[src/dls_consts.svh]
// Timing constants and link indices for the data-link supervisor.
`ifndef DLS_CONSTS_SVH
`define DLS_CONSTS_SVH

// ------------------------------------------------------------------
// Clock and time base
// ------------------------------------------------------------------
`define DLS_CLK_HZ 200000000
`define DLS_TICK_MS 100
`define DLS_TICKS_PER_S (1000 / `DLS_TICK_MS)
`define DLS_TICK_CYCLES (`DLS_CLK_HZ / 1000 * `DLS_TICK_MS)

// ------------------------------------------------------------------
// Timeouts in seconds, and in ticks of the time base
// ------------------------------------------------------------------
`define DLS_TR1_S 100
`define DLS_TR2_S 120
`define DLS_TSUP_S 15
`define DLS_TLONG_S 60
`define DLS_TC8_S 20
`define DLS_TC10_S 30
`define DLS_T(s) (11'((s) * `DLS_TICKS_PER_S))

// ------------------------------------------------------------------
// Data link indices
// ------------------------------------------------------------------
`define DLS_DL_CTRL 0
`define DLS_DL_PSTN 1
`define DLS_DL_LCTL 2
`define DLS_DL_BCC 3
`define DLS_NUM_DL 4

`endif

[src/dls_pkg.sv]
// Types shared by the data-link supervisor modules.
package dls_pkg;

  // ----------------------------------------------------------------
  // Restart procedure state
  // ----------------------------------------------------------------
  typedef enum logic [0:0] {
    DLS_RS_IDLE = 1'b0,
    DLS_RS_RUN = 1'b1
  } dls_rs_state_t;

  // ----------------------------------------------------------------
  // Events from one data link and its carrying C-channel
  // ----------------------------------------------------------------
  typedef struct packed {
    logic est;
    logic rel;
    logic l1_fail;
    logic flag_fail;
  } dls_link_ev_t;

  // ----------------------------------------------------------------
  // Restart primitives sent out
  // ----------------------------------------------------------------
  typedef struct packed {
    logic req_cc;
    logic req_pstn;
    logic cmp_cc;
    logic cmp_pstn;
  } dls_rst_out_t;

endpackage

[src/dls_timer.sv]
// One supervision timer counting ticks of the common time base.
`timescale 1ns/1ps

module dls_timer #(
  parameter logic [10:0] TIMEOUT_T = 11'h001
) (
  // Clock and reset
  input wire logic clk_sys,
  input wire logic rst,
  // Time base and control
  input wire logic tick,
  input wire logic start,
  input wire logic stop,
  // Status
  output logic running,
  output logic expired
);

  logic [10:0] count; // Ticks seen since start.

  // A start reloads even a running timer; start beats stop.
  // Phase error against the tick is under one tick, which keeps
  // the shortest timeout well inside its tolerance.
  always_ff @(posedge clk_sys) begin
    if (rst) begin
      running <= 1'b0;
      count <= 11'h000;
      expired <= 1'b0;
    end else begin
      expired <= 1'b0;
      if (start) begin
        running <= 1'b1;
        count <= 11'h000;
      end else if (stop) begin
        running <= 1'b0;
      end else if (running && tick) begin
        if (count == TIMEOUT_T - 11'h001) begin
          running <= 1'b0;
          expired <= 1'b1;
        end else begin
          count <= count + 11'h001;
        end
      end
    end
  end

endmodule

[src/dls_supervisor.sv]
// Data-link supervision, recovery timer chains and PSTN restart.
`timescale 1ns/1ps
`include "dls_consts.svh"

module dls_supervisor #(
  parameter int TICK_CYCLES = `DLS_TICK_CYCLES
) (
  // Clock and reset
  input wire logic clk_sys,
  input wire logic rst,
  // Data link events, one entry per link index
  input wire dls_pkg::dls_link_ev_t [3:0] link_ev,
  // Startup context
  input wire logic startup_active,
  input wire logic normal_entry,
  // Restart primitives received
  input wire logic cc_rst_req,
  input wire logic cc_rst_cmp,
  input wire logic pstn_ack_all,
  // Link control outputs
  output logic [3:0] est_req,
  output logic [3:0] l1_fail_ind,
  output logic [3:0] link_up,
  // Traffic and port control outputs
  output logic stop_traffic_cc,
  output logic stop_traffic_lc,
  output logic start_traffic_cc,
  output logic start_traffic_lc,
  output logic block_isdn,
  output logic pstn_blocked,
  output logic unblock_pstn,
  output logic startup_init,
  // Restart outputs
  output dls_pkg::dls_rst_out_t rst_out,
  output logic restart_busy,
  output logic err_maint
);
  import dls_pkg::*;

  // ----------------------------------------------------------------
  // Common time base
  // ----------------------------------------------------------------

  logic [31:0] tick_cnt; // Cycles within the current tick period.
  logic tick; // One-cycle pulse every tick period.
  wire tick_wrap = (tick_cnt == 32'(TICK_CYCLES - 1));

  // A single divider feeds every timer so that all share one base;
  // a tenth of a second keeps start phase error small.
  always_ff @(posedge clk_sys) begin
    if (rst) begin
      tick_cnt <= 32'h0000_0000;
      tick <= 1'b0;
    end else begin
      tick <= tick_wrap;
      tick_cnt <= tick_wrap ? 32'h0000_0000 : tick_cnt + 32'h0000_0001;
    end
  end

  // ----------------------------------------------------------------
  // Startup timer TC10
  // ----------------------------------------------------------------

  logic tc10_used; // Set once TC10 was started in this startup.
  logic tc10_run; // TC10 running.
  logic tc10_exp; // TC10 expiry pulse.
  logic [3:0] est_acc; // Accepted establish events.
  wire tc10_go = startup_active & ~tc10_used & (|est_acc);
  wire tc10_stop = tc10_run & normal_entry;
  // Expiry and stop both end TC10 and judge the waiting links.
  wire tc10_end = tc10_exp | tc10_stop;

  // TC10 is armed only once per startup, by the first link.
  dls_timer #(
    .TIMEOUT_T(`DLS_T(`DLS_TC10_S))
  ) u_tc10 (
    .clk_sys(clk_sys),
    .rst(rst),
    .tick(tick),
    .start(tc10_go),
    .stop(normal_entry),
    .running(tc10_run),
    .expired(tc10_exp)
  );

  // The used flag rearms when startup is left.
  always_ff @(posedge clk_sys) begin
    if (rst) begin
      tc10_used <= 1'b0;
    end else if (!startup_active) begin
      tc10_used <= 1'b0;
    end else if (tc10_go) begin
      tc10_used <= 1'b1;
    end
  end

  // ----------------------------------------------------------------
  // Per-link supervision
  // ----------------------------------------------------------------

  logic [3:0] down; // Link failed and waiting for recovery.
  logic [3:0] phys_q; // Previous layer-1 or flag failure level.
  logic [3:0] fail_ev; // Link failure detected this cycle.
  logic [3:0] recover; // Establish after a failure.
  logic [3:0] phys; // Layer-1 or flag failure, as a level.
  logic [3:0] l1_rise; // Layer-1 or flag failure appeared.
  logic [3:0] sup_exp; // First-stage timer (TC1/3/4/6) expired.
  logic [3:0] st2_exp; // Second-stage timer (TC2/5/7) expired.

  genvar i;
  for (i = 0; i < `DLS_NUM_DL; i++) begin : g_link
    wire est_ev = link_ev[i].est;
    wire rel_ev = link_ev[i].rel;

    assign phys[i] = link_ev[i].l1_fail | link_ev[i].flag_fail;
    assign l1_rise[i] = phys[i] & ~phys_q[i];
    // An establish for a link already up changes nothing.
    assign est_acc[i] = est_ev & ~link_up[i];
    assign recover[i] = est_acc[i] & down[i];
    // Established links fail on release or lost carrier.
    // Links still waiting at the end of TC10 fail too.
    assign fail_ev[i] = (link_up[i] & (rel_ev | l1_rise[i])) |
                        (tc10_end & ~link_up[i] & ~down[i]);

    // Up and down flags; a failure and a recovery are exclusive
    // because they need the link in opposite conditions.
    always_ff @(posedge clk_sys) begin
      if (rst) begin
        link_up[i] <= 1'b0;
        down[i] <= 1'b0;
        phys_q[i] <= 1'b0;
      end else begin
        phys_q[i] <= phys[i];
        if (fail_ev[i]) begin
          link_up[i] <= 1'b0;
          down[i] <= 1'b1;
        end else if (est_acc[i]) begin
          link_up[i] <= 1'b1;
          down[i] <= 1'b0;
        end
      end
    end

    // First-stage 15 s timer, stopped by recovery.
    dls_timer #(
      .TIMEOUT_T(`DLS_T(`DLS_TSUP_S))
    ) u_sup (
      .clk_sys(clk_sys),
      .rst(rst),
      .tick(tick),
      .start(fail_ev[i]),
      .stop(recover[i]),
      .running(),
      .expired(sup_exp[i])
    );

    // The PSTN link has no second stage; its first stage blocks.
    if (i != `DLS_DL_PSTN) begin : g_st2
      // One-minute stage after the first expires.
      dls_timer #(
        .TIMEOUT_T(`DLS_T(`DLS_TLONG_S))
      ) u_st2 (
        .clk_sys(clk_sys),
        .rst(rst),
        .tick(tick),
        .start(sup_exp[i]),
        .stop(recover[i]),
        .running(),
        .expired(st2_exp[i])
      );
    end else begin : g_no_st2
      assign st2_exp[i] = 1'b0;
    end
  end

  // Retry each failed link once per tick, but never while its
  // carrier or flag monitor is down.
  wire [3:0] next_est_req = down & ~phys & {4{tick}};
  // Halt the link at once when its carrier goes.
  wire [3:0] next_l1_ind = l1_rise & (link_up | down);

  // ----------------------------------------------------------------
  // Final timer TC8 and startup trigger
  // ----------------------------------------------------------------

  logic tc8_exp; // TC8 expiry pulse.
  wire tc8_go = |st2_exp;

  // TC8 has no stop; a fresh start only reloads it.
  dls_timer #(
    .TIMEOUT_T(`DLS_T(`DLS_TC8_S))
  ) u_tc8 (
    .clk_sys(clk_sys),
    .rst(rst),
    .tick(tick),
    .start(tc8_go),
    .stop(1'b0),
    .running(),
    .expired(tc8_exp)
  );

  // ----------------------------------------------------------------
  // Traffic control for the control and link-control links
  // ----------------------------------------------------------------

  logic cc_stopped; // Control protocols were stopped.
  logic lc_stopped; // Link-control protocols were stopped.
  wire cc_exp = sup_exp[`DLS_DL_CTRL];
  wire lc_exp = sup_exp[`DLS_DL_LCTL];
  wire cc_back = recover[`DLS_DL_CTRL] & cc_stopped;
  wire lc_back = recover[`DLS_DL_LCTL] & lc_stopped;

  // Remember stopped traffic so that recovery can restart it.
  always_ff @(posedge clk_sys) begin
    if (rst) begin
      cc_stopped <= 1'b0;
      lc_stopped <= 1'b0;
    end else begin
      cc_stopped <= cc_exp | (cc_stopped & ~cc_back);
      lc_stopped <= lc_exp | (lc_stopped & ~lc_back);
    end
  end

  // ----------------------------------------------------------------
  // PSTN restart procedure
  // ----------------------------------------------------------------

  dls_rs_state_t rs_state; // Restart procedure state.
  dls_rs_state_t next_rs_state; // Next restart procedure state.
  logic peer_done; // Peer reported restart complete.
  logic local_done; // Local FSMs done, or TR1 gave up.
  logic tr1_run; // TR1 running.
  logic tr2_run; // TR2 running.
  logic tr1_exp; // TR1 expiry pulse.
  logic tr2_exp; // TR2 expiry pulse.

  wire rs_idle = (rs_state == DLS_RS_IDLE);
  // Local start: PSTN link back after its failure.
  wire start_loc = rs_idle & recover[`DLS_DL_PSTN];
  // Peer start only when no restart runs; else ignored.
  wire start_peer = rs_idle & cc_rst_req & ~start_loc;
  wire rs_start = start_loc | start_peer;
  // Stray completes and acks are dropped.
  wire peer_in = cc_rst_cmp & tr2_run;
  wire ack_in = pstn_ack_all & tr1_run;
  wire loc_now = local_done | ack_in | tr1_exp;
  wire peer_now = peer_done | peer_in;
  // Finish when both sides are done, or TR2 gives up.
  wire rs_fin = ~rs_idle & (tr2_exp | (loc_now & peer_now));

  // TR1 guards the local acknowledgements.
  dls_timer #(
    .TIMEOUT_T(`DLS_T(`DLS_TR1_S))
  ) u_tr1 (
    .clk_sys(clk_sys),
    .rst(rst),
    .tick(tick),
    .start(rs_start),
    .stop(ack_in | rs_fin),
    .running(tr1_run),
    .expired(tr1_exp)
  );

  // TR2 guards the peer completion.
  dls_timer #(
    .TIMEOUT_T(`DLS_T(`DLS_TR2_S))
  ) u_tr2 (
    .clk_sys(clk_sys),
    .rst(rst),
    .tick(tick),
    .start(rs_start),
    .stop(peer_in | rs_fin),
    .running(tr2_run),
    .expired(tr2_exp)
  );

  // Only one procedure at a time; the end returns to idle.
  always_comb begin
    case (rs_state)
      DLS_RS_IDLE: next_rs_state = rs_start ? DLS_RS_RUN : DLS_RS_IDLE;
      DLS_RS_RUN: next_rs_state = rs_fin ? DLS_RS_IDLE : DLS_RS_RUN;
      default: next_rs_state = DLS_RS_IDLE;
    endcase
  end

  // State and completion flags; the flags clear at start and end.
  always_ff @(posedge clk_sys) begin
    if (rst) begin
      rs_state <= DLS_RS_IDLE;
      peer_done <= 1'b0;
      local_done <= 1'b0;
    end else begin
      rs_state <= next_rs_state;
      peer_done <= ~rs_fin & ~rs_start & peer_now;
      local_done <= ~rs_fin & ~rs_start & loc_now;
    end
  end

  // Outgoing restart primitives, each a one-cycle pulse.
  dls_rst_out_t next_rst_out;
  assign next_rst_out.req_cc = start_loc;
  assign next_rst_out.req_pstn = rs_start;
  assign next_rst_out.cmp_cc = ack_in | tr1_exp;
  assign next_rst_out.cmp_pstn = rs_fin;

  // ----------------------------------------------------------------
  // Output registers
  // ----------------------------------------------------------------

  // PSTN ports stay blocked until a restart finishes.
  wire next_pstn_blocked = sup_exp[`DLS_DL_PSTN] |
                           (pstn_blocked & ~rs_fin);

  // Every output leaves a flip-flop; pulses last one cycle.
  always_ff @(posedge clk_sys) begin
    if (rst) begin
      est_req <= 4'h0;
      l1_fail_ind <= 4'h0;
      stop_traffic_cc <= 1'b0;
      stop_traffic_lc <= 1'b0;
      start_traffic_cc <= 1'b0;
      start_traffic_lc <= 1'b0;
      block_isdn <= 1'b0;
      pstn_blocked <= 1'b0;
      unblock_pstn <= 1'b0;
      startup_init <= 1'b0;
      rst_out <= '0;
      restart_busy <= 1'b0;
      err_maint <= 1'b0;
    end else begin
      est_req <= next_est_req;
      l1_fail_ind <= next_l1_ind;
      stop_traffic_cc <= cc_exp;
      stop_traffic_lc <= lc_exp;
      start_traffic_cc <= cc_back;
      start_traffic_lc <= lc_back;
      block_isdn <= cc_exp;
      pstn_blocked <= next_pstn_blocked;
      // A fresh block in the same cycle wins over the unblock.
      unblock_pstn <= pstn_blocked & rs_fin & ~sup_exp[`DLS_DL_PSTN];
      startup_init <= tc8_exp;
      rst_out <= next_rst_out;
      restart_busy <= (next_rs_state == DLS_RS_RUN);
      err_maint <= tr1_exp | tr2_exp;
    end
  end

endmodule

[config.mk]
export PLATFORM = sky130hd
export DESIGN_NAME = dls_supervisor
export DESIGN_NICKNAME = d
export VERILOG_FILES = /design/src/dls_pkg.sv /design/src/dls_timer.sv /design/src/dls_supervisor.sv
export VERILOG_INCLUDE_DIRS = /design/src
export SDC_FILE = /design/constraint.sdc
export NUM_CORES = 1
export LEC_CHECK = 0
export BUFFER_PORTS_ARGS = -buffer_cell sky130_fd_sc_hd__buf_2
export CORE_MARGIN = 3
export CORE_UTILIZATION = 30
export CTS_CLUSTER_DIAMETER = 60
export DETAILED_ROUTE_END_ITERATION = 10
export HOLD_SLACK_MARGIN = 0.05
export PLACE_DENSITY_LB_ADDON = 0.05
export SLEW_MARGIN = 25
export SYNTH_ARGS = -nofsm -noshare
export SYNTH_HDL_FRONTEND = slang
export SYNTH_HIERARCHICAL = 1
export SYNTH_SLANG_ARGS = --single-unit
export TNS_END_PERCENT = 1
[constraint.sdc]
create_clock -name clk_sys -period 2.35 [get_ports clk_sys]
set_input_delay 0.1175 -clock clk_sys [delete_from_list [all_inputs] [get_ports clk_sys]]
set_output_delay 0.1175 -clock clk_sys [all_outputs]
set_load 0.01 [all_outputs]
Yosys cells after proc, flatten, opt, wreduce, memory -nomap -nowiden
Index checks and enable logic that the tools add are counted.
{"block": "word_totals", "in_bits": 23, "elab_cells": 364, "register_bits": 214, "output_inout_bits": 26}
{"block": "op_classes", "muxes": 65, "eq_ne": 12, "addsub": 12, "reduce_logical": 84, "bitwise": 124}
{"cell": "adder 11 x 1 -> 11 bit (second input constant)", "count": 11}
{"cell": "2-to-1 mux 1 bit", "count": 64}
{"cell": "nonzero test 3 bit", "count": 20}
{"cell": "equality test 11 x 8 -> 1 bit (second input constant)", "count": 5}
{"cell": "inverter 1 bit", "count": 50}
{"cell": "OR reduction 4 bit", "count": 12}
{"cell": "AND 1 bit", "count": 44}
{"cell": "equality test 11 x 10 -> 1 bit (second input constant)", "count": 4}
{"cell": "adder 32 x 1 -> 32 bit (second input constant)", "count": 1}
{"cell": "equality test 32 x 25 -> 1 bit (second input constant)", "count": 1}
{"cell": "AND reduction 3 bit", "count": 10}
{"cell": "OR 1 bit", "count": 25}
{"cell": "AND reduction 2 bit", "count": 12}
{"cell": "OR reduction 2 bit", "count": 11}
{"cell": "AND 4 bit", "count": 3}
{"cell": "nonzero test 2 bit", "count": 6}
{"cell": "equality test 11 bit (second input constant)", "count": 1}
{"cell": "equality test 11 x 9 -> 1 bit (second input constant)", "count": 1}
{"cell": "logical AND 1 bit", "count": 11}
{"cell": "OR reduction 5 bit", "count": 1}
{"cell": "inverter 4 bit", "count": 1}
{"cell": "OR 4 bit", "count": 1}
{"cell": "OR reduction 3 bit", "count": 1}
{"cell": "one-hot mux 1 bit (2 select lines)", "count": 1}

Depth between registers and ports, before layout
Gate-level depths: netlist of run 1.
{"block": "logic_depth", "depth_word": 10, "mapped_depth": 8}

Modules after synthesis
Netlist of run 1, hierarchy kept.
{"module": "dls_supervisor", "seq_area_each_um2": 1421.4, "area_per_inst_um2": 3165.5, "instances": 1, "cells_per_inst": 359}
{"module": "dls_timer (g_link[0].u_sup ...)", "seq_area_each_um2": 260.2, "area_per_inst_um2": 683.2, "instances": 4, "cells_per_inst": 73}
{"module": "dls_timer (g_link[0].g_st2.u_st2 ...)", "seq_area_each_um2": 260.2, "area_per_inst_um2": 658.1, "instances": 3, "cells_per_inst": 72}
{"module": "dls_timer (u_tr1)", "seq_area_each_um2": 260.2, "area_per_inst_um2": 704.4, "instances": 1, "cells_per_inst": 78}
{"module": "dls_timer (u_tr2)", "seq_area_each_um2": 260.2, "area_per_inst_um2": 669.4, "instances": 1, "cells_per_inst": 70}
{"module": "dls_timer (u_tc10)", "seq_area_each_um2": 260.2, "area_per_inst_um2": 631.9, "instances": 1, "cells_per_inst": 70}
{"module": "dls_timer (u_tc8)", "seq_area_each_um2": 260.2, "area_per_inst_um2": 623.1, "instances": 1, "cells_per_inst": 70}

Worst setup path before layout of run 1
No wires, ideal clock.
{"block": "synth_path", "path_type": "register to register", "startpoint": "register tick", "endpoint": "register u_tc8.count[7]", "period_less_slack_ns": 2.304, "path_stages_with_launch": 6, "path_buffers": 1, "setup_time_ns": 0.070, "arrival_time_ns": 2.234, "setup_slack_ns": 0.046, "required_time_ns": 2.280, "path_cell_list": "dfxtp_1 -> and3b_1 -> buf_6 -> nand4_2 -> or3_1 -> a21oi_1"}
{"block": "synth_between", "elab_chain_cells": 2}
{"item": "start: declaration", "line_no": "dls_supervisor.sv:45", "text": "logic tick;"}
{"item": "start signal: assignment", "line_no": "dls_supervisor.sv:55", "text": "tick <= tick_wrap;"}
{"item": "logical AND 1 bit", "line_no": "dls_timer.sv:36", "text": "end else if (running && tick) begin"}
{"item": "AND reduction 2 bit (no source line)"}
{"item": "end signal: assignment", "line_no": "dls_timer.sv:41", "text": "count <= count + 11'h001;"}
{"item": "end: declaration", "line_no": "dls_timer.sv:19", "text": "logic [10:0] count;"}
No other way between the ends.
A chain may end at the register's enable or synchronous reset.

Worst setup path after layout of run 1
{"block": "layout_path", "startpoint": "input pstn_ack_all", "endpoint": "register u_tr1.count[6]"}
{"block": "layout_between", "elab_chain_cells": 9}
{"item": "start: declaration", "line_no": "dls_supervisor.sv:19", "text": "input wire logic pstn_ack_all,"}
{"item": "AND 1 bit *", "line_no": "dls_supervisor.sv:245", "text": "wire ack_in = pstn_ack_all & tr1_run;"}
{"item": "OR 1 bit (2 in series)", "line_no": "dls_supervisor.sv:246", "text": "wire loc_now = local_done | ack_in | tr1_exp;"}
{"item": "AND 1 bit", "line_no": "dls_supervisor.sv:249", "text": "wire rs_fin = ~rs_idle & (tr2_exp | (loc_now & peer_now));"}
{"item": "OR 1 bit", "line_no": "dls_supervisor.sv:249"}
{"item": "AND 1 bit", "line_no": "dls_supervisor.sv:249"}
{"item": "OR 1 bit *", "line_no": "dls_supervisor.sv:259", "text": ".stop(ack_in | rs_fin),"}
{"item": "inverter 1 bit (no source line) *"}
{"item": "AND reduction 3 bit (no source line) *"}
{"item": "end signal: assignment", "line_no": "dls_timer.sv:41"}
{"item": "end: declaration", "line_no": "dls_timer.sv:19"}
Mark *: on every way between the ends. The rest lies on a longest branch, timed or not.

==> summary.md, run 1 <==
The run finished with clean final reports. The run gives 28 as the maximum number of pins on one net before global-route repair. In this run the count of I/O pins placed on the die edge is 49.

The congestion estimate from routability-driven global placement came to 0.743. The tools report the startpoint of the worst setup timing path as pstn_ack_all. The logs give 0 for the initial antenna violation count and 8480 for the via count. The floorplan has 67 rows. The core outline area is 34000 sq um.

The critical path goes through dlygate4sd3_1 > buf_2 > a211oi_1 > nor2_1 > o21ai_1 > nand2_1 > nand3b_4 > or4_1 > a21oi_1. The tools report the capturing element type of the critical path as a flip-flop. CTS sink count: 214. For this run, the number of Yosys warnings is 6. The top cell type's share of synthesized area is 0.408. At the worst endpoint, the required time is 2.77 ns. The first global-routing pass estimated 43200 um of wire. Final hold analysis gives a worst-case slack of 0.0587 ns. For the overall global routing resource usage, the log shows 0.141.

Buffers placed on the I/O ports in this run total 48. The total congestion overflow after global routing is 0, and the synthesized instance count is 1155. The tool flagged a number of max-cap violations equal to 0. The tools report the worst path setup slack after routing as 0.211 ns.

The critical register-to-register path startpoint was u_tr1/running. The delay of the slowest cell on the worst path is 0.55 ns, and the signal arrival time at the worst endpoint is 2.56 ns. The finished layout holds 1708 standard cells, fillers aside. The total negative slack was 0 ns. The tools report the proportion of synthesized chip area in sequential cells as 0.408. The run gives 0.171 ns as the post-placement setup slack. Together, buffers and inverters on the worst path number 2.

The tools report the via count of the first global-routing pass as 8075. The most used flip-flop cell after synthesis was dfxtp_1. STA classifies the critical path startpoint as a primary input. For this run, the detailed router's first-pass iteration total came to 4.

TritonCTS built the clock tree. For this block, the initial DRC count from the detailed router was 480. Summing all non-filler instances in the final layout gives an area of 12600 sq um. The share of the core filled with cells in the final layout is 0.370, and the number of buffers created by CTS is 34. Setup repair after global routing left no endpoint under its margin. The tools report the full die area as 37300 sq um. The transition time at the pin with the least slew margin works out to 0.581 ns.

The run gives 0.0198 ns as the worst setup skew after layout. For this run, the top clock speed supported by timing is 0.468 GHz. The power density of the placed cells came out at 739 nW/um^2.

Detailed placement finished with a half-perimeter wire length of 17700 um. In this run, synthesis produced a sequential element count of 214. In this run the top signal layer used is met4. Once detail routing completed, the nets flagged for antenna violations numbered 0.

The width of the die works out to 193 um. The run gives 3 as the maximum clock insertion buffer count. The top cell type by total area after synthesis is dfxtp_1.

The worst hold path begins at link_ev[2]. The relative slew slack was 0.609; the static leakage was 4.73 nW. VDD sags by at most 0.391 mV.

Maximum fanout along the worst path: 13. After detailed placement, the design holds a cell count of 1626. The number of H-tree levels was 2. The effective utilization at floorplan came out at 0.309. The power consumption was 9.31 mW; the via density per instance was 4.96. The ratio of final minimum period to clock period is 0.910. Area added between synthesis and finish: 20.1%. Leaving out fill and tap cells, the most frequent cell in the layout is dfxtp_1. Minimum clock period: 2.14 ns. The number of diodes came out at 0. The root buffer cell chosen for the clock tree is clkbuf_16. After clock tree synthesis, the clock-pin slew on the worst setup and hold paths is 0.06 ns. Cell with the largest stage delay on the worst path: dlygate4sd3_1. The run gives 0 as the total count of hold-check failures in the final report. The mean instance size in the synthesized netlist is 9.09 sq um, and the count of pins over their slew limit is 0. The wire length after detailed routing is 25600 um. The wire length on met3 is 751 um. Detailed routing placed a total of 11500 um of wire on met2. In the routed design, unresolved DRC markers number 0. Sorting the synthesized cells by area gives the leading types as dfxtp_1, nor2_1, xnor2_1, nand2_1, nand4_1.

In the layout the commonest cells are dfxtp_1, nor2_1, nand2_1. The run gives 10500 sq um as the cell area after technology mapping. The distinct cell type count of the synthesized netlist is 79, and the final net count is 1274. The die is 193 um tall. After detailed placement, the total cell area comes to 11200 sq um. In this design, the largest share of critical-path delay is due to simple AND/OR/NAND/NOR gates.

The tools report the met1 wire length as 12900 um. The start-to-end type of the worst setup path was primary input to flip-flop. The ratio of cells with drive above 1 in the final layout came out at 0.163. Setup violations remaining at the end of the flow were counted as 0.

The worst-skew pair later-pin latency is 0.50 ns, and the async set-or-reset flop fraction in the synthesized netlist is 0. The number of flops mapped to enable cells by yosys works out to 0. Dividing the detail-routed wire length by the instance count gives 15.0 um.

The path class of the tightest hold or removal check is primary input to flip-flop.
-- power by group --
group | internal [mW] | leakage, nW | switching [mW]
clock | 3.40 | 0.576 | 1.80
combinational | 0.150 | 2.42 | 0.229
sequential | 3.68 | 1.73 | 0.0520
total | 7.23 | 4.73 | 2.08
-- path summary, 6_finish.rpt --
check / endpoint / slack [ns] / cells after the start
max reg2reg: u_tr1/count[6] / 0.24 / 7
min: down[0] / 0.06 / 4
min reg2reg: l1_fail_ind[2] / 0.43 / 1
max: u_tr1/count[6] / 0.21 / 9
-- final cells by class --
class | instances | area [sq um]
fillers | 3530 | 21400
multi-input cells | 860 | 5820
flip-flops and latches | 214 | 4290
clock buffers | 46 | 987
repair buffers | 86 | 606
well taps | 448 | 561
clock inverters | 15 | 201
inverters | 39 | 146
-- routing by layer --
metal  vias to the layer above  track usage
li1                       4403            -
met1                      3965        0.196
met2                        76        0.225
met3                        36       0.0246
met4                         0       0.0370
met5                         -            0
-- cells by family (layout without fill, tap and decap cells) --
family | count (synthesis) | in the layout | synth area share
mux | 13 | 13 | 0.0124
xor+xnor | 70 | 70 | 0.0584
other cells | 1 | 3 | 0.000357
compound gates | 166 | 166 | 0.108
flops | 214 | 214 | 0.408
buf+inv | 83 | 186 | 0.0391
simple gates | 592 | 592 | 0.354
fa+ha+maj | 16 | 16 | 0.0191
-- what timing repair did --
| item | 4_1_cts | 5_1_grt |
|---|---|---|
| gates resized for setup | 0 | 2 |
| buffers inserted | 0 | 0 |
| endpoints found under the setup margin | 0 | 5 |
| hold buffers | 21 | 0 |
| hold endpoints to repair | 33 | 0 |
-- flip-flops by register name, summed over array words and instances, names as in the netlist, 3 cells and up --
| name | count |
|---|---|
| rst_out | 4 |
| g_link.g_st2.u_st2/expired | 3 |
| g_link.u_sup/running | 4 |
| est_req | 4 |
| tick_cnt | 32 |
| g_link.g_st2.u_st2/running | 3 |
| u_tr1/count | 11 |
| g_link.g_st2.u_st2/count | 33 |
| g_link.u_sup/count | 44 |
| link_up | 4 |
| u_tc8/count | 11 |
| down | 4 |
| l1_fail_ind | 4 |
| u_tr2/count | 11 |
| phys_q | 4 |
| u_tc10/count | 11 |
| g_link.u_sup/expired | 4 |
-- synthesized netlist by cell type, drive strengths merged, types with 16 or more instances --
master,number
dfxtp,214
nor2,126
nand2,96
nand4,52
nor3,52
a21oi,49
xnor2,45
nand3,40
inv,39
or3,32
nor4,29
o21ai,28
xor2,25
and3,23
buf,23
clkbuf,21
a211oi,20
and4,20
a31oi,18
nand3b,18
nor4b,18
or4,18
ha,16
o31ai,16
or2,16
-- worst register-to-register path: cells and delay by family, from the launching register on --
family	cells	cell delay, ns
flip-flops	1	0.31
AO/OA/AOI/OAI	3	0.72
AND/OR/NAND/NOR	4	1.01
(Power assumes the default switching activity.)
==> run 2, diff against run 1 <==
--- a/config.mk
+++ b/config.mk
@@ -7,7 +7,7 @@
 export NUM_CORES = 1
 export LEC_CHECK = 0
 export BUFFER_PORTS_ARGS = -buffer_cell sky130_fd_sc_hd__buf_2
-export CORE_MARGIN = 3
+export CORE_MARGIN = 2
 export CORE_UTILIZATION = 30
 export CTS_CLUSTER_DIAMETER = 60
 export DETAILED_ROUTE_END_ITERATION = 10
==> run 2 against run 1 <==
Non-clock buffer count rose by 11. Hold slack better by 0.051 ns. Critical path type is now flip-flop to flip-flop. Die area fell by 2.1%. Highest routed layer unchanged. Utilization is 0.49 points lower. Sequential power hardly changed. Register-to-register slack about the same. Combinational power grew 4%.
==> summary.md, run 2 (synthesis gave the netlist of run 1 again) <==
The run finished with clean final reports. The max-cap check violation count is 0 (unchanged), and the width of the die is 191 um (-1.0%). The first-pass GRT wire length is 42700 um (-1.0%), and the final non-filler cell area is 12600 sq um (+0.16%). The capturing element type of the critical path was a flip-flop. The startpoint of the worst setup timing path is tick_cnt[2]. The tools report the total congestion overflow after global routing as 0 (unchanged). The number of buffers added on ports is 48 (unchanged), and the via density per instance is 5.02 (+1.1%). The critical hold path startpoint is link_ev[4]. The area added between synthesis and finish is 20.3%. The via count of the first global-routing pass is 8331 (+3.2%), and the wire length after detailed routing is 25900 um (+0.99%).

The initial antenna violation count was 0 (unchanged); the total negative slack was 0 ns (unchanged). The relative slew slack is 0.595 (-0.0145), and the clock-pin slew on the worst setup and hold paths is 0.06 ns (about the same). The routed wire length per instance works out to 15.0 um (+0.23%). The tools report the final routed DRC violation total as 0 (unchanged). Signal arrival time at the worst endpoint: 2.55 ns (about the same).

The remaining number of nets flagged by the antenna check after routing is 0 (unchanged), and the full die area is 36500 sq um (-2.1%). Static leakage: 4.74 nW (+0.34%). The run gives 0.728 (-2.1%) as the final weighted congestion in routability-driven placement.

The worst-skew pair later-pin latency is 0.55 ns (+0.05 ns). The most flop-heavy register is g_link.u_sup/count. The share of the core filled with cells in the final layout came out at 0.366 (-0.00487). The placed instance count came out at 1640 (+0.86%). TritonCTS built the clock tree. The starting DRC count in detailed routing is 382 (-20%), and the power consumption is 9.07 mW (-2.6%). The non-filler instance count after layout was 1721 (+0.76%); the placed wire-length estimate was 18000 um (+2.0%).

The run gives 68 (+1.5%) as the total number of placement rows. The sequential cell area was 4290 sq um (unchanged). For the number of H-tree levels, the log shows 1 (-1). The largest registers in the layout are g_link.u_sup/count (44), g_link.g_st2.u_st2/count (33), tick_cnt (32). For the maximum clock insertion buffer count, the log shows 3 (unchanged). The number of buffers created by CTS came out at 31 (-8.8%).

The worst setup path is launched from a flip-flop. Maximum number of pins on one net before global-route repair: 37 (+32%). The number of flip-flops in the largest register came out at 44 (unchanged).

Setup repair after global routing left no endpoint under its margin. The power density of the placed cells was 718 nW/um^2 (-2.7%). The required arrival time at the worst endpoint came out at 2.80 ns (+0.03 ns). The tree is rooted in a clkbuf_16.

By startpoint and endpoint, the worst setup path is classified as flip-flop to flip-flop. The ratio of final minimum period to clock period came out at 0.895 (-0.0151). The core outline area was 34500 sq um (+1.5%); the via count was 8636 (+1.8%).

The effective utilization at floorplan is 0.304 (-0.00454). The floorplan die height is 191 um (-1.0%), and the minimum clock period is 2.10 ns (-0.0356 ns). The tools report the total area of multi-input combinational cells as 5820 sq um (unchanged).

The run gives 0.142 (+0.00104) as the overall global routing resource usage. The transition time at the pin with the least slew margin is 0.607 ns (+0.0264 ns), and the I/O pin count is 49 (unchanged). The count of pins over their slew limit came out at 0 (unchanged).

The number of diodes was 0 (unchanged); the maximum fanout along the worst path was 24 (+11). The CTS sink count was 214 (unchanged); the final net count was 1282 (+0.63%). Leaving out fill and tap cells, the most frequent cell in the layout is dfxtp_1. The total count of hold-check failures in the final report was 0 (unchanged); the ratio of cells with drive above 1 in the final layout was 0.165 (+0.00159). The run gives 4 (unchanged) as the detailed-router iteration count before antenna repair.

The startpoint identified for the worst register-to-register timing path is tick_cnt[2]. The tools report the placed cell area as 11300 sq um (+0.55%). The top cell types in the final layout, fill and taps aside, are dfxtp_1, nor2_1, nand2_1.

The worst IR drop on VDD was 0.531 mV (+36%). Worst setup skew after layout: 0.0183 ns (-0.00151 ns). The path class of the tightest hold or removal check is primary input to flip-flop. The tools report the maximum frequency from static timing analysis as 0.475 GHz (+1.7%). The final-layout fill cell count is 3579 (+1.4%), and the final count of negative-setup-slack endpoints is 0 (unchanged). The setup slack on the worst flop-to-flop path was 0.25 ns (about the same).
[run 2: cell types whose count changed in the layout (fill, tap and decap cells not counted), moves of 2 or more]
cell,delta
buf_4,+7
dlygate4sd3_1,+4
clkbuf_16,-4
clkinv_4,-2
[run 2: path summary, 6_finish.rpt]
check / endpoint / cells past startpoint
hold reg to reg: l1_fail_ind[0] / 1
setup reg to reg: tick_cnt[30] / 4
setup / recovery: tick_cnt[30] / 4
hold / removal: down[1] / 5
[run 2: final cells by class]
cell class              count  share of cell area
well taps                 455              0.0451
inverters                  39              0.0116
clock buffers              42              0.0710
multi-input cells         860               0.461
repair buffers             97              0.0553
clock inverters            14              0.0166
flip-flops and latches    214               0.339
[run 2: critical path: stages (launching register included)]
cell	delay, ns
dfxtp_1	0.42
and4_1	0.41
nand4_4	0.35
or4_1	0.61
a211oi_1	0.23
[run 2: per-layer routing]
layer / vias up / GRT usage / part of all wire
met4: 0 / 0.0364 / 0.021
met5: - / 0 / 0
met3: 35 / 0.0204 / 0.033
met2: 124 / 0.242 / 0.46
li1: 4429 / - / -
met1: 4048 / 0.187 / 0.49
[run 2: power breakdown]
part,switching [mW],internal [mW],total [mW]
sequential,0.0545,3.68,3.74
clock,1.74,3.20,4.94
combinational,0.233,0.162,0.395
[run 2: what timing repair did]
item,4_1_cts,5_1_grt
setup buffers,0,0
endpoints found under the setup margin,0,7
endpoints found under the hold margin,33,0
hold buffers,25,0
resized for setup,0,1
[run 2: per-stage QoR]
step | hold slack, ns | worst slack (ns)
6_report | 0.109 | 0.247
5_1_grt | 0.176 | 0.0645
3_3_place_gp | 0.371 | 0.200
3_5_place_dp | 0.380 | 0.148
4_1_cts | 0.0950 | 0.127
2_1_floorplan | 0.187 | 0.0464
